$ cat src/core/enc_state_map.svh
// Constants for the multi-turn encoder state core.
// Assumes a 100 MHz reference clock; included by core files only.
`ifndef ENC_STATE_MAP_SVH
`define ENC_STATE_MAP_SVH

`define ANGLE_MAX        17'h1FFFF
`define TURN_RESET       16'h0000
`define ANGLE_RESET      17'h00000
`define CLK_FREQ_HZ      100000000
`define TX_START_MS      500
`define TX_START_CYCLES  ((`CLK_FREQ_HZ / 1000) * `TX_START_MS)

`endif

$ cat src/core/enc_state_pkg.sv
// Types for the multi-turn encoder state core.
// Assumes nothing of its surroundings.
package enc_state_pkg;
  typedef enum logic [1:0] {
    OP_NONOP  = 2'b00,
    OP_BACKUP = 2'b01,
    OP_NORMAL = 2'b10
  } op_state_e;
endpackage : enc_state_pkg

$ cat src/core/sync2.sv
// Two-stage level synchroniser.
// Assumes the input is asynchronous to i_ref_clk.
`timescale 1ns/1ps
`default_nettype none
module sync2 (
  input  wire logic i_ref_clk,
  input  wire logic i_reset,
  input  wire logic i_async,
  output logic      o_sync
);
  logic meta_r;
  always_ff @(posedge i_ref_clk) begin
    if (i_reset) begin
      meta_r <= 1'b0;
      o_sync <= 1'b0;
    end else begin
      meta_r <= i_async;
      o_sync <= meta_r;
    end
  end
endmodule : sync2
`default_nettype wire

$ cat src/core/startup_timer.sv
// Power-up delay counter that raises done after a set count.
// Assumes i_start is a synchronous level; dropping it restarts the count.
`timescale 1ns/1ps
`default_nettype none
module startup_timer #(
  parameter int unsigned COUNT = 50000000
) (
  input  wire logic i_ref_clk,
  input  wire logic i_reset,
  input  wire logic i_start,
  output logic      o_done
);
  logic [31:0] cnt_r;
  always_ff @(posedge i_ref_clk) begin
    if (i_reset || !i_start) begin
      cnt_r  <= 32'h00000000;
      o_done <= 1'b0;
    end else if (cnt_r >= COUNT - 32'd1) begin
      o_done <= 1'b1;
    end else begin
      cnt_r <= cnt_r + 32'h00000001;
    end
  end
endmodule : startup_timer
`default_nettype wire

$ cat src/core/multiturn_encoder_state_core.sv
// Supply state, position keeping, busy and battery alarm for the encoder.
// Assumes sensor strobes are pin-level and asynchronous; the serial block
// consumes transmit enable, busy and alarm.
`timescale 1ns/1ps
`default_nettype none
`include "enc_state_map.svh"
module multiturn_encoder_state_core
  import enc_state_pkg::*;
#(
  parameter int unsigned TX_START_CYCLES = `TX_START_CYCLES
) (
  // Clock and reset
  input  wire logic        i_ref_clk,
  input  wire logic        i_reset,
  // Supply comparators
  input  wire logic        i_main_ok,
  input  wire logic        i_batt_ok,
  // Sensors
  input  wire logic        i_turn_pulse,
  input  wire logic        i_turn_dir_ccw,
  input  wire logic [16:0] i_angle_sample,
  input  wire logic        i_abs_scan_valid,
  // Alarm clear from link block
  input  wire logic        i_alarm_clear,
  // Outputs
  output logic [16:0]      o_single_turn_angle,
  output logic [15:0]      o_turn_counter,
  output logic [1:0]       o_op_state,
  output logic             o_tx_enable,
  output logic             o_busy,
  output logic             o_batt_alarm
);

  // ----------------------------------------
  // Input synchronisers
  // ----------------------------------------
  logic main_s;
  logic batt_s;
  logic pulse_s;
  logic dir_s;
  logic scan_s;

  sync2 u_sync_main (
    .i_ref_clk (i_ref_clk),
    .i_reset   (i_reset),
    .i_async   (i_main_ok),
    .o_sync    (main_s)
  );

  sync2 u_sync_batt (
    .i_ref_clk (i_ref_clk),
    .i_reset   (i_reset),
    .i_async   (i_batt_ok),
    .o_sync    (batt_s)
  );

  sync2 u_sync_pulse (
    .i_ref_clk (i_ref_clk),
    .i_reset   (i_reset),
    .i_async   (i_turn_pulse),
    .o_sync    (pulse_s)
  );

  sync2 u_sync_dir (
    .i_ref_clk (i_ref_clk),
    .i_reset   (i_reset),
    .i_async   (i_turn_dir_ccw),
    .o_sync    (dir_s)
  );

  sync2 u_sync_scan (
    .i_ref_clk (i_ref_clk),
    .i_reset   (i_reset),
    .i_async   (i_abs_scan_valid),
    .o_sync    (scan_s)
  );

  // ----------------------------------------
  // Angle bus capture
  // ----------------------------------------
  // Angle bus passes two registers every cycle; bits settle well before a valid scan
  logic [16:0] angle_m_r;
  logic [16:0] angle_s_r;
  always_ff @(posedge i_ref_clk) begin
    if (i_reset) begin
      angle_m_r <= `ANGLE_RESET;
      angle_s_r <= `ANGLE_RESET;
    end else begin
      angle_m_r <= i_angle_sample;
      angle_s_r <= angle_m_r;
    end
  end

  // ----------------------------------------
  // Operating state
  // ----------------------------------------
  op_state_e state_r;
  op_state_e state_nxt;

  // Main supply wins; battery alone only keeps the turn count alive
  always_comb begin
    state_nxt = state_r;
    case (state_r)
      OP_NORMAL: begin
        if (!main_s && batt_s) begin
          state_nxt = OP_BACKUP;
        end else if (!main_s) begin
          state_nxt = OP_NONOP;
        end
      end
      OP_BACKUP: begin
        if (main_s) begin
          state_nxt = OP_NORMAL;
        end else if (!batt_s) begin
          state_nxt = OP_NONOP;
        end
      end
      OP_NONOP: begin
        if (main_s) begin
          state_nxt = OP_NORMAL;
        end else if (batt_s) begin
          state_nxt = OP_BACKUP;
        end
      end
      default: begin
        state_nxt = OP_NONOP;
      end
    endcase
  end

  always_ff @(posedge i_ref_clk) begin
    if (i_reset) begin
      state_r <= OP_NONOP;
    end else begin
      state_r <= state_nxt;
    end
  end

  // ----------------------------------------
  // Supply state events
  // ----------------------------------------
  // Entry events look one cycle ahead so the flags line up with o_op_state
  logic enter_normal;
  logic enter_nonop;
  logic in_normal;
  assign enter_normal = (state_nxt == OP_NORMAL) && (state_r != OP_NORMAL);
  assign enter_nonop  = (state_nxt == OP_NONOP) && (state_r != OP_NONOP);
  assign in_normal    = (state_r == OP_NORMAL);

  always_ff @(posedge i_ref_clk) begin
    if (i_reset) begin
      o_op_state <= OP_NONOP;
    end else begin
      o_op_state <= state_nxt;
    end
  end

  // ----------------------------------------
  // Turn edge detection
  // ----------------------------------------
  // Detector starts low like the idle pin, so reset makes no false edge
  logic pulse_d_r;
  always_ff @(posedge i_ref_clk) begin
    if (i_reset) begin
      pulse_d_r <= 1'b0;
    end else begin
      pulse_d_r <= pulse_s;
    end
  end

  logic turn_step;
  assign turn_step = pulse_s && !pulse_d_r;

  // Counting stops only when both supplies are gone
  logic count_en;
  assign count_en = turn_step && (state_r != OP_NONOP);

  // ----------------------------------------
  // Turn counter
  // ----------------------------------------
  // Battery-backed value: every i_reset clears it to TURN_RESET
  logic [15:0] turns_r;
  always_ff @(posedge i_ref_clk) begin
    if (i_reset) begin
      turns_r <= `TURN_RESET;
    end else if (count_en) begin
      // Direction high counts up; plain 16-bit arithmetic wraps both ways
      if (dir_s) begin
        turns_r <= turns_r + 16'h0001;
      end else begin
        turns_r <= turns_r - 16'h0001;
      end
    end
  end

  // ----------------------------------------
  // Single-turn angle
  // ----------------------------------------
  // Out-of-range samples cannot occur in 17 bits; clamp guards the limit
  logic [16:0] angle_r;
  always_ff @(posedge i_ref_clk) begin
    if (i_reset) begin
      angle_r <= `ANGLE_RESET;
    end else if (in_normal && scan_s) begin
      if (angle_s_r > `ANGLE_MAX) begin
        angle_r <= `ANGLE_MAX;
      end else begin
        angle_r <= angle_s_r;
      end
    end
  end

  // ----------------------------------------
  // Busy flag
  // ----------------------------------------
  // Busy holds until a valid scan in normal; a scan in the entry cycle is ignored and entry sets busy
  logic busy_r;
  always_ff @(posedge i_ref_clk) begin
    if (i_reset) begin
      busy_r <= 1'b1;
    end else if (in_normal && scan_s) begin
      busy_r <= 1'b0;
    end else if (enter_normal || !in_normal) begin
      busy_r <= 1'b1;
    end
  end

  // ----------------------------------------
  // Transmit start delay
  // ----------------------------------------
  // Timer restarts on every return to normal
  logic tx_ready;
  startup_timer #(.COUNT(TX_START_CYCLES)) u_tx_timer (
    .i_ref_clk (i_ref_clk),
    .i_reset   (i_reset),
    .i_start   (in_normal),
    .o_done    (tx_ready)
  );

  always_ff @(posedge i_ref_clk) begin
    if (i_reset) begin
      o_tx_enable <= 1'b0;
    end else begin
      o_tx_enable <= in_normal && tx_ready;
    end
  end

  // ----------------------------------------
  // Battery alarm
  // ----------------------------------------
  // Latch sets on non-op entry; set wins over a clear in the same cycle
  // Non-op straight out of reset sets nothing: it needs a transition
  logic alarm_r;
  always_ff @(posedge i_ref_clk) begin
    if (i_reset) begin
      alarm_r <= 1'b0;
    end else if (enter_nonop) begin
      alarm_r <= 1'b1;
    end else if (i_alarm_clear && in_normal) begin
      alarm_r <= 1'b0;
    end
  end

  // ----------------------------------------
  // Registered outputs
  // ----------------------------------------
  // One block per output keeps every port a plain flip-flop
  always_ff @(posedge i_ref_clk) begin
    if (i_reset) begin
      o_single_turn_angle <= `ANGLE_RESET;
    end else begin
      o_single_turn_angle <= angle_r;
    end
  end

  always_ff @(posedge i_ref_clk) begin
    if (i_reset) begin
      o_turn_counter <= `TURN_RESET;
    end else begin
      o_turn_counter <= turns_r;
    end
  end

  always_ff @(posedge i_ref_clk) begin
    if (i_reset) begin
      o_busy <= 1'b1;
    end else begin
      o_busy <= busy_r;
    end
  end

  always_ff @(posedge i_ref_clk) begin
    if (i_reset) begin
      o_batt_alarm <= 1'b0;
    end else begin
      o_batt_alarm <= alarm_r;
    end
  end

endmodule : multiturn_encoder_state_core
`default_nettype wire

$ cat config.mk
export PLATFORM = sky130hd
export DESIGN_NAME = multiturn_encoder_state_core
export DESIGN_NICKNAME = d
export VERILOG_FILES = /design/src/core/enc_state_pkg.sv /design/src/core/sync2.sv /design/src/core/startup_timer.sv /design/src/core/multiturn_encoder_state_core.sv
export VERILOG_INCLUDE_DIRS = /design/src /design/src/core
export SDC_FILE = /design/constraint.sdc
export NUM_CORES = 1
export LEC_CHECK = 0
export ABC_AREA = 1
export BUFFER_PORTS_ARGS = -buffer_cell sky130_fd_sc_hd__buf_2
export CELL_PAD_IN_SITES_DETAIL_PLACEMENT = 1
export CELL_PAD_IN_SITES_GLOBAL_PLACEMENT = 2
export CORE_MARGIN = 2
export CORE_UTILIZATION = 25
export DETAILED_ROUTE_END_ITERATION = 12
export HOLD_SLACK_MARGIN = 0.1
export PLACE_DENSITY_LB_ADDON = 0.1
export SYNTH_ARGS = -nofsm -noshare
export SYNTH_HDL_FRONTEND = slang
export SYNTH_HIERARCHICAL = 1
export SYNTH_SLANG_ARGS = --single-unit
$ cat constraint.sdc
create_clock -name i_ref_clk -period 2.38 [get_ports i_ref_clk]
set_input_delay 0.357 -clock i_ref_clk [delete_from_list [all_inputs] [get_ports i_ref_clk]]
set_output_delay 0.357 -clock i_ref_clk [all_outputs]
set_load 0.03 [all_outputs]
* Word level (Yosys, flattened, before mapping)
Cells that the tools add are included.
Storage, ports and cells: register bits after elaboration 151, output and inout port bits 38, word-level logic and storage cells 65
Cells by class: add/sub/neg operators 3, magnitude comparators 2, eq/ne operators 4, muxes and demuxes 13, reductions and logical operators 18
Operators with widths (number):
- adder 32 x 1 -> 32 bit, second input constant | 1
- greater-or-equal comparator 32 x 26 -> 1 bit, second input constant | 1
- > comparator 17 bit, second input constant | 1
- two-way mux 17 bit | 1
- adder 16 x 1 -> 16 bit, second input constant | 1
- two-way mux 16 bit | 1
- subtractor 16 x 1 -> 16 bit, second input constant | 1
- two-way mux 2 bit | 6
- logical AND 1 bit | 8
- case mux 2 bit (3 select lines) | 1
- nonzero test 2 bit | 3
- == test 2 bit, second input constant | 2
- logical NOT 2 bit | 2
- two-way mux 1 bit | 4
- logical NOT 1 bit | 3
- == test 2 x 1 -> 1 bit, second input constant | 1
- logical OR 1 bit | 2
- != test 2 bit, second input constant | 1

* Depth between registers and ports, before layout
Gate-level depths: netlist of run 1.
depth in word-level cells 9, mapped depth 12

* Modules after synthesis
The synthesis of run 1 kept the hierarchy.
Modules (own cells, without submodules):
- multiturn_encoder_state_core | times used 1, cells an instance 543, area an instance 4384.2 um^2
- startup_timer | times used 1, cells an instance 336, area an instance 2099.5 um^2
- sync2 | times used 5, cells an instance 6, area an instance 55.1 um^2

* Worst setup path after synthesis of run 1
OpenSTA, ideal clock, no wires.
path kind reg-to-reg, from register u_sync_dir.o_sync, to register turns_r[3], library setup time 0.113 ns, data arrival time 1.657 ns, required time 2.267 ns, setup slack 0.610 ns, stages on the path, launching flop included 8, period minus slack after synthesis 1.770 ns, cell sequence dfxtp_1 -> inv_1 -> ha_1 -> or2_1 -> and2_1 -> xor2_1 -> o21ai_1 -> inv_1
Between the ends: cells in the longest elaborated chain, start to end 1
RTL lines:
- start, declared | line sync2.sv:9 | output logic o_sync
- start signal, assigned | line sync2.sv:18 | o_sync <= meta_r;
- two-way mux 16 bit | line multiturn_encoder_state_core.sv:188 | if (dir_s) begin
- end signal, assigned | line multiturn_encoder_state_core.sv:185 | turns_r <= `TURN_RESET;
- end signal, assigned | line multiturn_encoder_state_core.sv:189 | turns_r <= turns_r + 16'h0001;
- end signal, assigned | line multiturn_encoder_state_core.sv:191 | turns_r <= turns_r - 16'h0001;
- end, declared | line multiturn_encoder_state_core.sv:182 | logic [15:0] turns_r;
Every way passes these cells. A chain may end at the register's enable or synchronous reset.

* Worst setup path in the final report of run 1
from register u_sync_dir.o_sync, to register turns_r[8]
The elaborated chain is that of the path after synthesis.

==> results of run 1 <==
## cells in the final DEF (no fill, tap or decap), types with 2 or more instances in the layout
cell / count
inv_2: 6
nand3_1: 39
buf_12: 2
buf_4: 9
nand3_2: 4
nor2_1: 162
inv_8: 5
a211oi_2: 16
inv_6: 2
and2_1: 2
nor2_2: 5
nand2_1: 187
o21ai_0: 8
buf_2: 61
nand4_1: 10
nor2_4: 4
a21oi_2: 19
nand2_2: 18
clkinv_8: 6
o21ai_1: 11
inv_1: 160
xnor2_1: 5
nand3b_1: 7
ha_1: 15
dfxtp_1: 151
clkbuf_16: 17
nor3_4: 2
nor3_1: 2
a21oi_1: 29
xor2_1: 11
## registers in the layout (all words and copies together), names as in the netlist, 2 cells and up
register             flops
angle_r                 17
o_op_state               2
o_turn_counter          16
angle_s_r               17
angle_m_r               17
turns_r                 16
o_single_turn_angle     17
u_tx_timer/cnt_r        32
## per-layer routing
layer	vias up	routed length, microns	track usage (%)
li1	2885	-	-
met3	8	379	2.40
met2	45	8130	21.7
met5	-	0	0
met4	0	169	3.64
met1	2472	8880	17.1
## power breakdown
group / total, mW / switching, mW / internal [mW]
clock: 2.83 / 1.38 / 1.45
combinational: 0.285 / 0.191 / 0.0944
sequential: 2.59 / 0.0156 / 2.57
total: 5.70 / 1.59 / 4.11
## worst min path at each step
stage | startpoint | to | slack [ps]
finish | i_angle_sample[16] | angle_m_r[16]$_SDFF_PP0_ | 130
global route | i_angle_sample[8] | angle_m_r[8]$_SDFF_PP0_ | 130
CTS | i_angle_sample[16] | angle_m_r[16]$_SDFF_PP0_ | 110
detailed placement | angle_m_r[6]$_SDFF_PP0_ | angle_s_r[6]$_SDFF_PP0_ | 390
global placement | angle_m_r[5]$_SDFF_PP0_ | angle_s_r[5]$_SDFF_PP0_ | 390
floorplan | angle_m_r[0]$_SDFF_PP0_ | angle_s_r[0]$_SDFF_PP0_ | 390
## logic make-up after synthesis
kind of cell	count (synthesis)	synth area share, %
adders and majority gates	16	3.07
xor gates and xnor gates	16	2.07
DFF	151	44.7
and+or+nand+nor	446	28.8
AOI/OAI and AO/OA	85	9.24
buffers and inverters	195	12.1
## per-stage QoR
step / power (mW) / util (%) / std cells / worst slack [ps] / hold WS [ps]
2_1_floorplan: 2.85 / - / 909 / 610 / 388
3_3_place_gp: 2.94 / 27.7 / 1295 / 258 / 390
3_5_place_dp: 2.94 / 27.7 / 1295 / 236 / 395
4_1_cts: 5.85 / 30.1 / 1327 / 226 / 106
5_1_grt: 5.99 / 30.1 / 1327 / 1.64 / 127
6_report: 5.70 / 30.1 / 1327 / 311 / 126
## cells in the mapped netlist
library cell / number
nand3b_1: 7
and2_1: 2
nor2_4: 4
nor3_4: 2
buf_8: 1
xor2_1: 11
nor3_2: 1
nor2_2: 5
xnor2_1: 5
clkbuf_2: 1
a211oi_2: 16
clkinv_1: 1
nand3_4: 1
buf_4: 2
a21oi_2: 19
buf_2: 13
nor2_1: 162
inv_1: 160
nand2_4: 1
clkbuf_1: 4
nand4_1: 10
fa_1: 1
clkinv_2: 1
nand3_2: 4
o21ai_0: 8
buf_6: 6
o21ai_1: 11
or2_1: 1
nand2_2: 18
ha_1: 15
a32o_1: 1
dfxtp_1: 151
o211ai_1: 1
nand3_1: 39
a21oi_1: 29
inv_2: 6
nand2_1: 187
nor3_1: 2
## area by class of cell
cell class	count	area share, %
Tap cell	341	5.31
Multi-Input combinational cell	563	36.3
Inverter	168	7.86
Clock buffer	17	5.29
Timing Repair Buffer	72	5.14
Clock inverter	15	2.44
Sequential cell	151	37.6
## worst reg2reg max path: cells and delay by family (launching register included)
family	cells	cell delay [ps]
AND/OR/NAND/NOR	3	520
flip-flops	1	400
buffers and inverters	2	320
AO/OA/AOI/OAI	2	270
adder cells (fa/ha/maj)	1	480
==> results.ini, run 1 <==
[routing]
routed_wl_mm=17.6
drtAntennaViolNets=0
via_per_inst=4.08
drc=0
drt_first_pass_iters=4
routedWlPerCell_microns=13.2
drt_iter0_drc=222
via_count=5410

[placed_design]
placed_area_sq_mm=0.00742
io_buffers=62
dp_hpwl_mm=12.5
gp_congestion=0.764

[global_route]
grt_max_degree=114
grt_usage_pct=13.0
antenna_found_initial=0
globalRouteOverflowTotal=0
grt_pass1_wl_mm=28.9
grt_pass1_vias=5478

[clocking]
hold_buffers=0
max-clock-path-buffers=2
cts_buffers=17
cts-resized-gates=0
htree_levels=4
path_clk_slew_ps=80
root_buffer=clkbuf_16
post_cts_buffers=0
clock-sinks=151
cts_tree=done
insertion_delay_ps=430

[worst_setup_path]
rr_worst_depth=8
crit_cells=8
crit_chain=inv_1 > ha_1 > nand2_1 > nor2_1 > a21oi_1 > and2_1 > o21ai_1 > inv_1
crit_start=u_sync_dir/o_sync$_SDFF_PP0_
r2r_start=u_sync_dir/o_sync$_SDFF_PP0_
r2r-end=turns_r[8]$_SDFFE_PP0P_
critPathBufInv=2
startpoint_type=flip-flop
max_stage_delay_ps=480
required_ps=2720
crit_path_frequent_cell=inv_1
crit_family=simple AND/OR/NAND/NOR gates
critPathCapture=turns_r[8]$_SDFFE_PP0P_
cp_slowest_cell=ha_1
critPathMaxFanout=14
crit_arrival_ps=2410
worstSetupPathType=flip-flop to flip-flop
rrSetupSlack_ps=310
critPathCaptureType=flip-flop

[die]
start_util_pct=25.3
die_area_sq_mm=0.0284
die_height_microns=168
core_area_sq_mm=0.0267
die_w_microns=168
row_count=60
io_pins=63

[sta]
setup_viol=0
period_share_pct=86.9
slew_violations=0
min_period_ps=2070
rsz0062_at_grt=false
slew_headroom_pct=62.4
tightest_slew_ps=564
finalHoldViolations=0
fin_setup_tns_ps=0
skew_ps=20.7
fmax_mhz=483

[layout]
final_nets=1014
antenna_cells=0
num-fill-cells=3304
seq_area_sq_mm=0.00302
drive_gt1_share_pct=18.5
syn2layout_area_growth_pct=18.9
multi_input_area_sq_mm=0.00292
fin_area_sq_mm=0.00804

[power_and_ir_drop]
peakVddDrop_mv=0.376
p_per_area_mw_per_mm2=709
p_leak_nw=3.60

[logic_synthesis]
syn_area_sq_mm=0.00676
synth_cell_type_count=38
ys_seq_elements=151
yosys_warnings=6
avgSynthCellArea_sq_um=7.44
synth.top_cell.area_share_pct=44.7
seq_area_frac_synth_pct=44.7
synth_nets=950
synth_top_area_cell=dfxtp_1
synth.area.top_cells=dfxtp_1 (45%), nand2_1 (10%), nor2_1 (9.0%)
synth_cells=909

[hold_path]
hold_path_class=input port to flip-flop
min_path_cells=3

[job]
maxCapViolCount=0

[run_status]
status=finished clean

No activity file was read; power rests on OpenSTA's default activity.
==> run 2, diff against run 1 <==
--- a/config.mk
+++ b/config.mk
@@ -11,7 +11,7 @@
 export CELL_PAD_IN_SITES_DETAIL_PLACEMENT = 1
 export CELL_PAD_IN_SITES_GLOBAL_PLACEMENT = 2
 export CORE_MARGIN = 2
-export CORE_UTILIZATION = 25
+export CORE_UTILIZATION = 34
 export DETAILED_ROUTE_END_ITERATION = 12
 export HOLD_SLACK_MARGIN = 0.1
 export PLACE_DENSITY_LB_ADDON = 0.1
==> results.ini, run 2 (same netlist as run 1, synthesis figures left out) <==
[run_status]
status=finished clean

[global_route]
grt_usage_pct=16.3
grt_pass1_vias=5488
grt_pass1_wl_mm=27.7
antenna_found_initial=0
grt_max_degree=61
globalRouteOverflowTotal=0

[sta]
slew_headroom_pct=54.9
setup_viol=0
min_period_ps=2010
hold_slack_ps=131
rsz0062_at_grt=false
tightest_slew_ps=676
skew_ps=10.9
period_share_pct=84.4
fin_setup_tns_ps=0
fmax_mhz=498
finalHoldViolations=0
slew_violations=0
fin_ws_ps=371

[clocking]
hold_buffers=0
insertion_delay_ps=430
clock-sinks=151
cts_buffers=17
path_clk_slew_ps=70
max-clock-path-buffers=2
htree_levels=4
cts_tree=done
root_buffer=clkbuf_16

[layout]
largest_reg_flops=32
final_cell_mix=nand2_1 (187), nor2_1 (162), inv_1 (159)
instances_no_fill=1252
antenna_cells=0
top_register=u_tx_timer/cnt_r
final_nets=1015
syn2layout_area_growth_pct=17.0
drive_gt1_share_pct=18.6
final_common_cell=nand2_1

[routing]
via_count=5465
drc=0
via_per_inst=4.37
drt_first_pass_iters=4
drtAntennaViolNets=0
routedWlPerCell_microns=12.9
routed_wl_mm=16.1
drt_iter0_drc=189

[die]
io_pins=63
start_util_pct=34.7
die_w_microns=145
core_area_sq_mm=0.0195
die_area_sq_mm=0.0210
die_height_microns=145
row_count=51

[power_and_ir_drop]
p_per_area_mw_per_mm2=709
p_leak_nw=3.58
peakVddDrop_mv=0.498
power_mw=5.60

[worst_setup_path]
startpoint_type=flip-flop
required_ps=2700
cp_slowest_cell=dfxtp_1
worstSetupPathType=flip-flop to flip-flop
crit_arrival_ps=2330
max_stage_delay_ps=430
critPathCaptureType=flip-flop
critPathMaxFanout=8
crit_chain=clkinvlp_4 > buf_4 > ha_1 > or2_1 > nand3_2 > nand2_2 > xor2_1 > o21ai_1 > inv_1
rrSetupSlack_ps=370

[placed_design]
dp_slack_ps=272
io_buffers=62
dp_hpwl_mm=11.6
gp_congestion=0.792
place_inst=1218

[hold_path]
hold_path_class=input port to flip-flop

[job]
maxCapViolCount=0

-- run 2: per-layer routing --
metal	routed length, microns	up-vias	track usage [%]
li1	-	2887	-
met1	8600	2501	23.2
met2	6920	62	24.7
met3	416	15	3.24
met4	189	0	5.25
met5	0	-	0
-- run 2: worst max-delay path: cells and delay by family (launching register included) --
family / cells / cell delay (ps)
AOI/OAI and AO/OA: 1 / 150
xor gates and xnor gates: 1 / 150
adders and majority gates: 1 / 350
buffers and inverters: 3 / 360
DFF: 1 / 430
and+or+nand+nor: 3 / 450
-- run 2: cell type report --
type	instances	area [sq um]
clock buffers	17	425
clock inverters	15	175
fillers	2483	11600
inverters	168	636
multi-input cells	563	2920
flip-flops and latches	151	3020
well taps	265	332
repair buffers	73	395
-- run 2: path summary, 6_finish.rpt --
kind / startpoint / endpoint / cells after the start
max reg2reg: u_sync_dir/o_sync$_SDFF_PP0_ / turns_r[7]$_SDFFE_PP0P_ / 9
min reg2reg: angle_m_r[11]$_SDFF_PP0_ / angle_s_r[11]$_SDFF_PP0_ / 2
max: u_sync_dir/o_sync$_SDFF_PP0_ / turns_r[7]$_SDFFE_PP0P_ / 9
min: i_turn_pulse / u_sync_pulse/meta_r$_SDFF_PP0_ / 3
-- run 2: per-stage QoR --
| step | instance area, sq um | util (%) |
|---|---|---|
| floorplan | 6760 | - |
| global placement | 7290 | 37.4 |
| detailed placement | 7290 | 37.4 |
| CTS | 7890 | 40.5 |
| global route | 7910 | 40.6 |
| finish | 7910 | 40.6 |
-- run 2: repair_timing --
action,CTS,global route
setup endpoints to repair,0,1
buffers inserted,0,2
resized for setup,0,1
-- run 2: report_power, final --
group / leakage [nW] / switching, mW / internal [mW]
Sequential: 1.23 / 0.0157 / 2.57
Combinational: 2.07 / 0.189 / 0.0947
Clock: 0.289 / 1.23 / 1.50
